[config.mk]
export PLATFORM = sky130hd
export DESIGN_NAME = sbc_control_register_slice
export DESIGN_NICKNAME = d
export VERILOG_FILES = /design/src/logic/sbc_ctrl_pkg.sv /design/src/logic/sbc_cmd_if.sv /design/src/logic/sbc_spi_shifter.sv /design/src/logic/sbc_control_register_slice.sv
export SDC_FILE = /design/constraint.sdc
export NUM_CORES = 1
export LEC_CHECK = 0
export ABC_CLOCK_PERIOD_IN_PS = 3500
export BUFFER_PORTS_ARGS = -buffer_cell sky130_fd_sc_hd__buf_2
export CELL_PAD_IN_SITES_DETAIL_PLACEMENT = 2
export CELL_PAD_IN_SITES_GLOBAL_PLACEMENT = 2
export CORE_MARGIN = 3
export CORE_UTILIZATION = 44
export CTS_CLUSTER_DIAMETER = 100
export DETAILED_ROUTE_END_ITERATION = 7
export GPL_ROUTABILITY_DRIVEN = 0
export MAX_ROUTING_LAYER = met4
export PLACE_DENSITY = 0.94
export SETUP_SLACK_MARGIN = 0.15
export SLEW_MARGIN = 20
export SYNTH_ARGS = -nofsm -noshare
export SYNTH_HDL_FRONTEND = slang
export SYNTH_SLANG_ARGS = --single-unit
[constraint.sdc]
create_clock -name clock_i -period 3.5 [get_ports clock_i]
set_input_delay 0.7 -clock clock_i [delete_from_list [all_inputs] [get_ports clock_i]]
set_output_delay 0.7 -clock clock_i [all_outputs]
set_load 0.03 [all_outputs]
[src/logic/sbc_ctrl_pkg.sv]
// constants and types for the control register slice
// Summary of operation
// RQ1: wake bias field 1:0: 00 none, 01 pull-down, 10 pull-up, 11 auto.
// RQ2: reserved bits always read back as zero.
// RQ3: channel mode fields 4:3 and 1:0: off, wake, receive only, normal.
// RQ4: flash bit set lets channel run above 5MBaud without slew control.
// RQ5: flash bit clear limits channel to 5MBaud with slew control.
// RQ6: fail-safe entry rewrites bus and wake registers so device can wake.
// RQ7: cyclic period codes 000..110 give 10ms to 2s; 111 reserved.
// RQ8: power-on and soft reset clear wake bias, bus and timer registers.
// RQ9: config bit 7 routes ADC input to wake pin (0) or battery sense (1).
// RQ10: config bit 6 clear lets soft reset pull reset output low.
// RQ11: config bit 5 set enables boost shutoff on battery low voltage.
// RQ12: boost field 3:2 selects 6.7V, 8V, 10V or 12V.
// RQ13: regulator field 1:0 selects 5.0V, 3.3V default, 1.8V, 1.2V.
// RQ14: soft reset keeps the regulator field value.
// RQ15: with config pin grounded regulator field ignores writes, reads 01.
// RQ16: 16-bit command: 7-bit address, access bit (1 write), data byte.
// RQ17: reserved bit writes and reserved period code are ignored.
package sbc_ctrl_pkg;
  localparam logic [6:0] ADDR_WAKE_BIAS = 7'h08;
  localparam logic [6:0] ADDR_CAN_PAIR = 7'h0a;
  localparam logic [6:0] ADDR_CYC_WAKE = 7'h0c;
  localparam logic [6:0] ADDR_HW_CFG = 7'h0e;
  localparam logic [7:0] MASK_WAKE_BIAS = 8'h03;
  localparam logic [7:0] MASK_CAN_PAIR = 8'hdb;
  localparam logic [7:0] MASK_CYC_WAKE = 8'h07;
  localparam logic [7:0] MASK_HW_CFG = 8'hef;
  localparam logic [7:0] RST_ZERO = 8'h00;
  localparam logic [1:0] RST_EXT_LEVEL = 2'h1;
  localparam logic [2:0] CYC_RESERVED = 3'h7;
  localparam logic [1:0] FS_WAKE_BIAS = 2'h3;
  localparam logic [1:0] FS_CAN_MODE = 2'h1;
  localparam int CMD_ACCESS_BIT = 7;
  localparam int CMD_DATA_LSB = 8;
  localparam int FLASH2_BIT = 7;
  localparam int FLASH1_BIT = 6;
  localparam int CH2_LSB = 3;
  localparam int CH1_LSB = 0;
  localparam int ADC_SEL_BIT = 7;
  localparam int SRST_PIN_BIT = 6;
  localparam int BOOST_OFF_BIT = 5;
  localparam int BOOST_LSB = 2;
  localparam int EXT_LSB = 0;
  localparam logic [4:0] CMD_BITS = 5'h10;
  typedef enum logic [1:0] {
    BIAS_NONE = 2'b00,
    BIAS_PULL_DOWN = 2'b01,
    BIAS_PULL_UP = 2'b10,
    BIAS_AUTO = 2'b11
  } wake_bias_t;
  typedef enum logic [1:0] {
    CH_OFF = 2'b00,
    CH_WAKE = 2'b01,
    CH_RX_ONLY = 2'b10,
    CH_NORMAL = 2'b11
  } ch_mode_t;
endpackage : sbc_ctrl_pkg

[src/logic/sbc_cmd_if.sv]
`timescale 1ns/100ps
// decoded serial command between shifter and register bank
interface sbc_cmd_if;
  logic valid;
  logic write;
  logic [6:0] addr;
  logic [7:0] wdata;
  logic [7:0] rdata;
  modport shifter (output valid, output write, output addr, output wdata,
    input rdata);
  modport bank (input valid, input write, input addr, input wdata,
    output rdata);
endinterface : sbc_cmd_if

[src/logic/sbc_spi_shifter.sv]
`timescale 1ns/100ps
// 16-bit serial frame shifter, pins sampled through two flops
module sbc_spi_shifter
  import sbc_ctrl_pkg::*;
(
  input wire logic clock_i,
  input wire logic nrst_i,
  input wire logic spi_clk_i,
  input wire logic spi_csn_i,
  input wire logic spi_mosi_i,
  output logic spi_miso_o,
  sbc_cmd_if.shifter cmd
);
  typedef struct packed {
    logic [2:0] clk_s1;
    logic [2:0] clk_s2;
    logic clk_d;
    logic [15:0] shreg;
    logic [15:0] outreg;
    logic [4:0] count;
    logic valid;
    logic write;
    logic [6:0] addr;
    logic [7:0] wdata;
  } shift_state_t;
  shift_state_t st;
  shift_state_t next_st;
  logic rise;
  logic fall;
  logic csn;
  always_comb begin
    next_st = st;
    next_st.clk_s1 = {spi_clk_i, spi_csn_i, spi_mosi_i};
    next_st.clk_s2 = st.clk_s1;
    next_st.clk_d = st.clk_s2[2];
    next_st.valid = 1'b0;
    csn = st.clk_s2[1];
    rise = st.clk_s2[2] & ~st.clk_d & ~csn;
    fall = ~st.clk_s2[2] & st.clk_d & ~csn;
    if (csn) begin
      next_st.count = 5'h00;
    end else if (rise) begin
      next_st.shreg = {st.shreg[14:0], st.clk_s2[0]};
      next_st.count = st.count + 5'h01;
      if (st.count == CMD_BITS - 5'h01) begin
        // address is sent first, most significant bit first
        next_st.valid = 1'b1;
        next_st.addr = {st.shreg[14:8]};
        next_st.write = st.shreg[CMD_ACCESS_BIT]; // RQ16
        next_st.wdata = {st.shreg[6:0], st.clk_s2[0]}; // RQ16
      end
    end
    if (st.count == 5'h00 && csn) begin
      next_st.outreg = {8'h00, cmd.rdata};
    end else if (fall) begin
      next_st.outreg = {st.outreg[14:0], 1'b0};
    end
  end
  always_ff @(posedge clock_i or negedge nrst_i) begin
    if (!nrst_i) begin
      st <= '0;
    end else begin
      st <= next_st;
    end
  end
  assign cmd.valid = st.valid;
  assign cmd.write = st.write;
  assign cmd.addr = st.addr;
  assign cmd.wdata = st.wdata;
  assign spi_miso_o = st.outreg[15];
endmodule : sbc_spi_shifter

[src/logic/sbc_control_register_slice.sv]
`timescale 1ns/100ps
// control register slice: wake bias, bus modes, cyclic timer, hw config
module sbc_control_register_slice
  import sbc_ctrl_pkg::*;
(
  input wire logic clock_i,
  input wire logic nrst_i,
  input wire logic spi_clk_i,
  input wire logic spi_csn_i,
  input wire logic spi_mosi_i,
  output logic spi_miso_o,
  input wire logic soft_reset_i,
  input wire logic fail_safe_entry_i,
  input wire logic power_config_pin_i,
  input wire logic battery_low_i,
  output logic [1:0] wake_pin_bias_sel_o,
  output logic [1:0] bus_ch1_mode_o,
  output logic [1:0] bus_ch2_mode_o,
  output logic bus_ch1_fast_o,
  output logic bus_ch2_fast_o,
  output logic bus_ch1_slew_ctrl_o,
  output logic bus_ch2_slew_ctrl_o,
  output logic [2:0] cyclic_wake_period_o,
  output logic adc_battery_sel_o,
  output logic reset_output_pin_low_o,
  output logic boost_off_o,
  output logic [1:0] boost_level_sel_o,
  output logic [1:0] ext_regulator_level_sel_o
);
  typedef struct packed {
    logic [2:0] pin_s1;
    logic [2:0] pin_s2;
    logic fs_d;
    logic [7:0] wake_pin_bias_ctrl;
    logic [7:0] can_pair_mode_ctrl;
    logic [7:0] cyclic_wake_period_ctrl;
    logic [7:0] hardware_config_ctrl;
    logic rst_low;
    logic srst_d;
    logic boost_off;
  } bank_state_t;
  bank_state_t st;
  bank_state_t next_st;
  sbc_cmd_if cmd ();
  logic power_config_pin_gnd;
  logic batt_low;
  logic srst;
  logic fs_rise;
  sbc_spi_shifter u_shifter (
    .clock_i(clock_i),
    .nrst_i(nrst_i),
    .spi_clk_i(spi_clk_i),
    .spi_csn_i(spi_csn_i),
    .spi_mosi_i(spi_mosi_i),
    .spi_miso_o(spi_miso_o),
    .cmd(cmd.shifter)
  );
  // effective regulator field, forced when config pin is grounded
  function automatic logic [7:0] hw_view(input logic [7:0] r,
                                         input logic gnd);
    logic [7:0] v;
    v = r & MASK_HW_CFG; // RQ2
    if (gnd) begin
      v[EXT_LSB +: 2] = RST_EXT_LEVEL; // RQ15
    end
    return v;
  endfunction : hw_view
  always_comb begin
    power_config_pin_gnd = ~st.pin_s2[0];
    batt_low = st.pin_s2[1];
    srst = st.pin_s2[2];
    fs_rise = fail_safe_entry_i & ~st.fs_d;
    case (cmd.addr)
      ADDR_WAKE_BIAS: cmd.rdata = st.wake_pin_bias_ctrl & MASK_WAKE_BIAS;
      ADDR_CAN_PAIR: cmd.rdata = st.can_pair_mode_ctrl & MASK_CAN_PAIR;
      ADDR_CYC_WAKE: cmd.rdata = st.cyclic_wake_period_ctrl & MASK_CYC_WAKE;
      ADDR_HW_CFG: cmd.rdata = hw_view(st.hardware_config_ctrl, power_config_pin_gnd);
      default: cmd.rdata = RST_ZERO; // RQ2
    endcase
  end
  always_comb begin
    next_st = st;
    next_st.pin_s1 = {soft_reset_i, battery_low_i, power_config_pin_i};
    next_st.pin_s2 = st.pin_s1;
    next_st.fs_d = fail_safe_entry_i;
    if (cmd.valid && cmd.write) begin // RQ16
      case (cmd.addr)
        ADDR_WAKE_BIAS: begin
          next_st.wake_pin_bias_ctrl = cmd.wdata & MASK_WAKE_BIAS; // RQ1
        end
        ADDR_CAN_PAIR: begin
          next_st.can_pair_mode_ctrl = cmd.wdata & MASK_CAN_PAIR; // RQ17
        end
        ADDR_CYC_WAKE: begin
          if (cmd.wdata[2:0] != CYC_RESERVED) begin // RQ17
            next_st.cyclic_wake_period_ctrl = cmd.wdata & MASK_CYC_WAKE;
          end
        end
        ADDR_HW_CFG: begin
          next_st.hardware_config_ctrl[7:2] = cmd.wdata[7:2] &
            MASK_HW_CFG[7:2];
          if (!power_config_pin_gnd && !srst) begin
            next_st.hardware_config_ctrl[1:0] = cmd.wdata[1:0]; // RQ15
          end
        end
        default: begin
        end
      endcase
    end
    if (fs_rise) begin
      // leave channels wake capable and the wake pin biased
      next_st.can_pair_mode_ctrl[CH1_LSB +: 2] = FS_CAN_MODE; // RQ6
      next_st.can_pair_mode_ctrl[CH2_LSB +: 2] = FS_CAN_MODE; // RQ6
      next_st.wake_pin_bias_ctrl[1:0] = FS_WAKE_BIAS; // RQ6
    end
    next_st.srst_d = srst;
    // decide at soft reset onset, the clear below drops bit 6 a cycle later
    if (st.srst_d) begin
      next_st.rst_low = srst & st.rst_low;
    end else begin
      next_st.rst_low = srst & ~st.hardware_config_ctrl[SRST_PIN_BIT]; // RQ10
    end
    next_st.boost_off = batt_low &
      st.hardware_config_ctrl[BOOST_OFF_BIT]; // RQ11
    if (srst) begin
      next_st.wake_pin_bias_ctrl = RST_ZERO; // RQ8
      next_st.can_pair_mode_ctrl = RST_ZERO; // RQ8
      next_st.cyclic_wake_period_ctrl = RST_ZERO; // RQ8
      next_st.hardware_config_ctrl[7:2] = RST_ZERO[7:2]; // RQ14
    end
  end
  always_ff @(posedge clock_i or negedge nrst_i) begin
    if (!nrst_i) begin
      st <= '0; // RQ8
      st.hardware_config_ctrl <= {6'h00, RST_EXT_LEVEL}; // RQ13
    end else begin
      st <= next_st;
    end
  end
  assign wake_pin_bias_sel_o = st.wake_pin_bias_ctrl[1:0]; // RQ1
  assign bus_ch1_mode_o = st.can_pair_mode_ctrl[CH1_LSB +: 2]; // RQ3
  assign bus_ch2_mode_o = st.can_pair_mode_ctrl[CH2_LSB +: 2]; // RQ3
  assign bus_ch1_fast_o = st.can_pair_mode_ctrl[FLASH1_BIT]; // RQ4
  assign bus_ch2_fast_o = st.can_pair_mode_ctrl[FLASH2_BIT]; // RQ4
  assign bus_ch1_slew_ctrl_o = ~st.can_pair_mode_ctrl[FLASH1_BIT]; // RQ5
  assign bus_ch2_slew_ctrl_o = ~st.can_pair_mode_ctrl[FLASH2_BIT]; // RQ5
  assign cyclic_wake_period_o = st.cyclic_wake_period_ctrl[2:0]; // RQ7
  assign adc_battery_sel_o = st.hardware_config_ctrl[ADC_SEL_BIT]; // RQ9
  assign reset_output_pin_low_o = st.rst_low;
  assign boost_off_o = st.boost_off;
  assign boost_level_sel_o = st.hardware_config_ctrl[BOOST_LSB +: 2]; // RQ12
  assign ext_regulator_level_sel_o =
    power_config_pin_gnd ? RST_EXT_LEVEL : st.hardware_config_ctrl[EXT_LSB +: 2]; // RQ13
endmodule : sbc_control_register_slice

==> impl_metrics.py <==
metrics = {
    "outcome": {
        "status": "complete, no violations",
    },
    "placement": {
        "place_area_um2": 3790,
        "dp_hpwl_um": 6710,
        "dp_cells": 401,
        "placement.io_buffers": 29,
    },
    "die": {
        "initial_utilization": 0.462,
        "core_area_um2": 7890,
        "fp.dieH_um": 97.0,
        "num_rows": 32,
        "die_x_um": 97.0,
        "die-area_um2": 9410,
        "io-pin-count": 30,
    },
    "power_and_ir_drop": {
        "p_total_w": 0.00205,
        "p_leak_nw": 1.91,
        "powerDensity_nw_per_um2": 509,
        "vdd_ir_drop_max_mv": 0.240,
    },
    "route": {
        "top_layer_used": "met4",
        "drt_iter0_markers": 94,
        "vias": 2334,
        "wl_met2_um": 5130,
        "wl_met1_um": 4050,
        "totalWireLength_um": 9650,
        "wl_per_cell_um": 23.2,
        "viasPerCell": 5.61,
        "drt_pass1_iterations": 4,
        "antenna_left": 0,
        "post-route-drc-count": 0,
        "wl_met3_um": 213,
    },
    "worst_setup_path": {
        "crit_buf_inv": 1,
        "startpoint_type": "flip-flop",
        "critical_path_class": "flip-flop to flip-flop",
        "worstPathCellList": "nor2b_1, nor2b_1, buf_4, and2_1, mux2_2",
        "crit_fanout": 17,
        "critPathCaptureType": "flip-flop",
        "worst_path_most_repeated_cell": "nor2b_1",
        "arrival_ps": 2780,
        "cp_top_family": "simple AND/OR/NAND/NOR gates",
        "slowest_delay_ps": 670,
        "cp.required_ps": 3740,
        "cp_slowest_cell": "and2_1",
    },
    "clocking": {
        "post_cts.repair.setup_buffers": 0,
        "cts_root_buf": "clkbuf_8",
        "clk_path_buf_depth": 2,
        "post_cts_resized": 0,
        "cts_tree": "done",
        "path_clk_slew_ps": 90,
        "cts_hold_buffers": 0,
        "cts_buffers": 9,
        "htree_levels": 3,
        "cts_sinks": 88,
        "clock_latency_ps": 350,
    },
    "sta": {
        "tightestPinTransition_ps": 815,
        "skew_ps": 10.8,
        "finalHoldViolCount": 0,
        "post-route-period-util": 0.725,
        "slew_viol_final": 0,
        "period_needed_ps": 2540,
        "rsz0062_at_grt": "no",
        "slew_headroom": 0.456,
        "setup_viol": 0,
        "fmax_mhz": 394,
        "setup-tns-final_ps": 0,
    },
    "finish": {
        "final_nets": 322,
        "drive_above_1_share": 0.268,
        "area_growth_pct": 10.4,
        "stdcell_count": 416,
        "fin_area_um2": 4020,
        "antenna_cells": 0,
        "nFillCells": 774,
    },
    "synth": {
        "synth_edf_count": 0,
        "ys_seq_area_frac": 0.604,
        "avgSynthCellArea_um2": 12.3,
        "ys_warn_count": 0,
        "synthCells": 296,
        "synth_flop_cell": "dfrtp_1",
        "syn_nets": 308,
        "netlist_area_um2": 3650,
        "synth_cell_types": 35,
        "async_reset_ff_frac": 1.00,
        "ys_ff_latch": 88,
    },
    "global_routing": {
        "first_global_vias": 2802,
        "grt_max_degree": 89,
        "overflow": 0,
        "grt_first_pass_wirelength_um": 16100,
        "track_usage": 0.228,
        "antenna_found_initial": 0,
    },
    "run": {
        "cap_viol_max_count": 0,
    },
    "min_path": {
        "hold_class": "flip-flop to flip-flop",
    },
}
[worst register-to-register path: cells and delay by family, from the launching register on]
kind / cells / cell delay, ps
buffers and inverters: 1 / 250
flip-flops: 1 / 400
multiplexers: 1 / 440
AND/OR/NAND/NOR: 3 / 1340
[metal layers]
layer  global-route usage  vias to the layer above
met3               0.0469                       18
met2                0.387                       42
met5                    -                        -
li1                     -                     1030
met1                0.263                     1244
met4               0.0983                        0
[report_power, final]
| group | leakage (nW) | switching, W | internal (W) |
|---|---|---|---|
| Sequential | 1.17 | 0.0000530 | 0.00107 |
| Combinational | 0.622 | 0.0000706 | 0.0000554 |
| Clock | 0.116 | 0.000355 | 0.000440 |
| Total | 1.91 | 0.000479 | 0.00157 |
[flip-flops by register name, indices dropped and copies added, names as in the netlist, 2 cells and up]
register	count
u_shifter.st	37
u_shifter.cmd.wdata	8
st	7
u_shifter.cmd.addr	7
next_st	4
u_shifter.next_st	4
cyclic_wake_period_o	3
boost_level_sel_o	2
bus_ch1_mode_o	2
bus_ch2_mode_o	2
wake_pin_bias_sel_o	2
[cell type report]
type / count / area, µm² / share of cell area
flip-flops and latches: 88 / 2200 / 0.548
well taps: 102 / 128 / 0.0317
multi-input cells: 174 / 1270 / 0.317
inverters: 6 / 22.5 / 0.00560
repair buffers: 31 / 166 / 0.0414
clock inverters: 4 / 77.6 / 0.0193
clock buffers: 11 / 151 / 0.0376
[per-stage QoR]
step	worst slack, ps	utilization	hold WS [ps]
6_report	962	0.510	354
5_1_grt	707	0.510	366
4_1_cts	941	0.510	357
3_5_place_dp	965	0.481	337
3_3_place_gp	1140	0.481	333
2_1_floorplan	1350	-	331
[layout by cell type (no fill, tap or decap)]
cell / n
o21ai_0: 12
nand3_1: 5
or4b_1: 2
nor4b_1: 1
nand3b_1: 1
inv_1: 6
dfstp_2: 1
mux2_2: 35
buf_2: 28
xor2_1: 2
nor2b_1: 4
clkbuf_8: 11
dfrtp_1: 87
nor4_1: 2
ha_1: 3
nand2_1: 25
a211o_1: 1
a41o_1: 1
a2111oi_0: 1
buf_6: 1
and3_1: 2
nor3_1: 4
a211oi_1: 1
bufinv_16: 2
mux2i_1: 25
a21oi_1: 6
nand4_1: 2
nor2_1: 18
clkinv_4: 2
nor4_2: 1
nor3_2: 1
nor3b_1: 1
or3_1: 2
nand2b_1: 5
xnor2_1: 1
o22ai_1: 5
buf_4: 2
and2_1: 5
[synth_stat cells (all sizes together) (3+ instances only)]
cell,instances,area (µm²)
nor4,3,18.8
mux2i,25,250
ha,3,37.5
a21oi,6,30.0
and2,5,31.3
buf,16,106
clkbuf,12,45.0
nor2b,4,25.0
nand3,5,25.0
nand2,25,93.8
dfrtp,87,2180
nor2,18,67.6
o21ai,12,60.1
o22ai,5,31.3
inv,6,22.5
nand2b,5,31.3
mux2,35,394
nor3,5,30.0
[logic make-up (layout without fill, tap and decap cells)]
logic type,Yosys count,after routing,share of synthesized area
mux,60,60,0.177
xor+xnor,3,3,0.00721
buf+inv,34,52,0.0477
simple gates,81,81,0.111
compound gates,27,27,0.0429
fa+ha+maj,3,3,0.0103
flops,88,88,0.604
[final timing paths]
kind                                  start                     end  slack, ps  cells past startpoint
min reg2reg                     next_st[36]                  st[36]        350                      0
max                        u_shifter.st[54]  u_shifter.cmd.wdata[4]        960                      5
min                             next_st[36]                  st[36]        350                      0
min in group asynchronous            nrst_i        u_shifter.st[30]        400                      1
max in group asynchronous            nrst_i             next_st[36]       2540                      1
max reg2reg                u_shifter.st[54]  u_shifter.cmd.wdata[4]        960                      5
(Power assumes the default switching activity.)
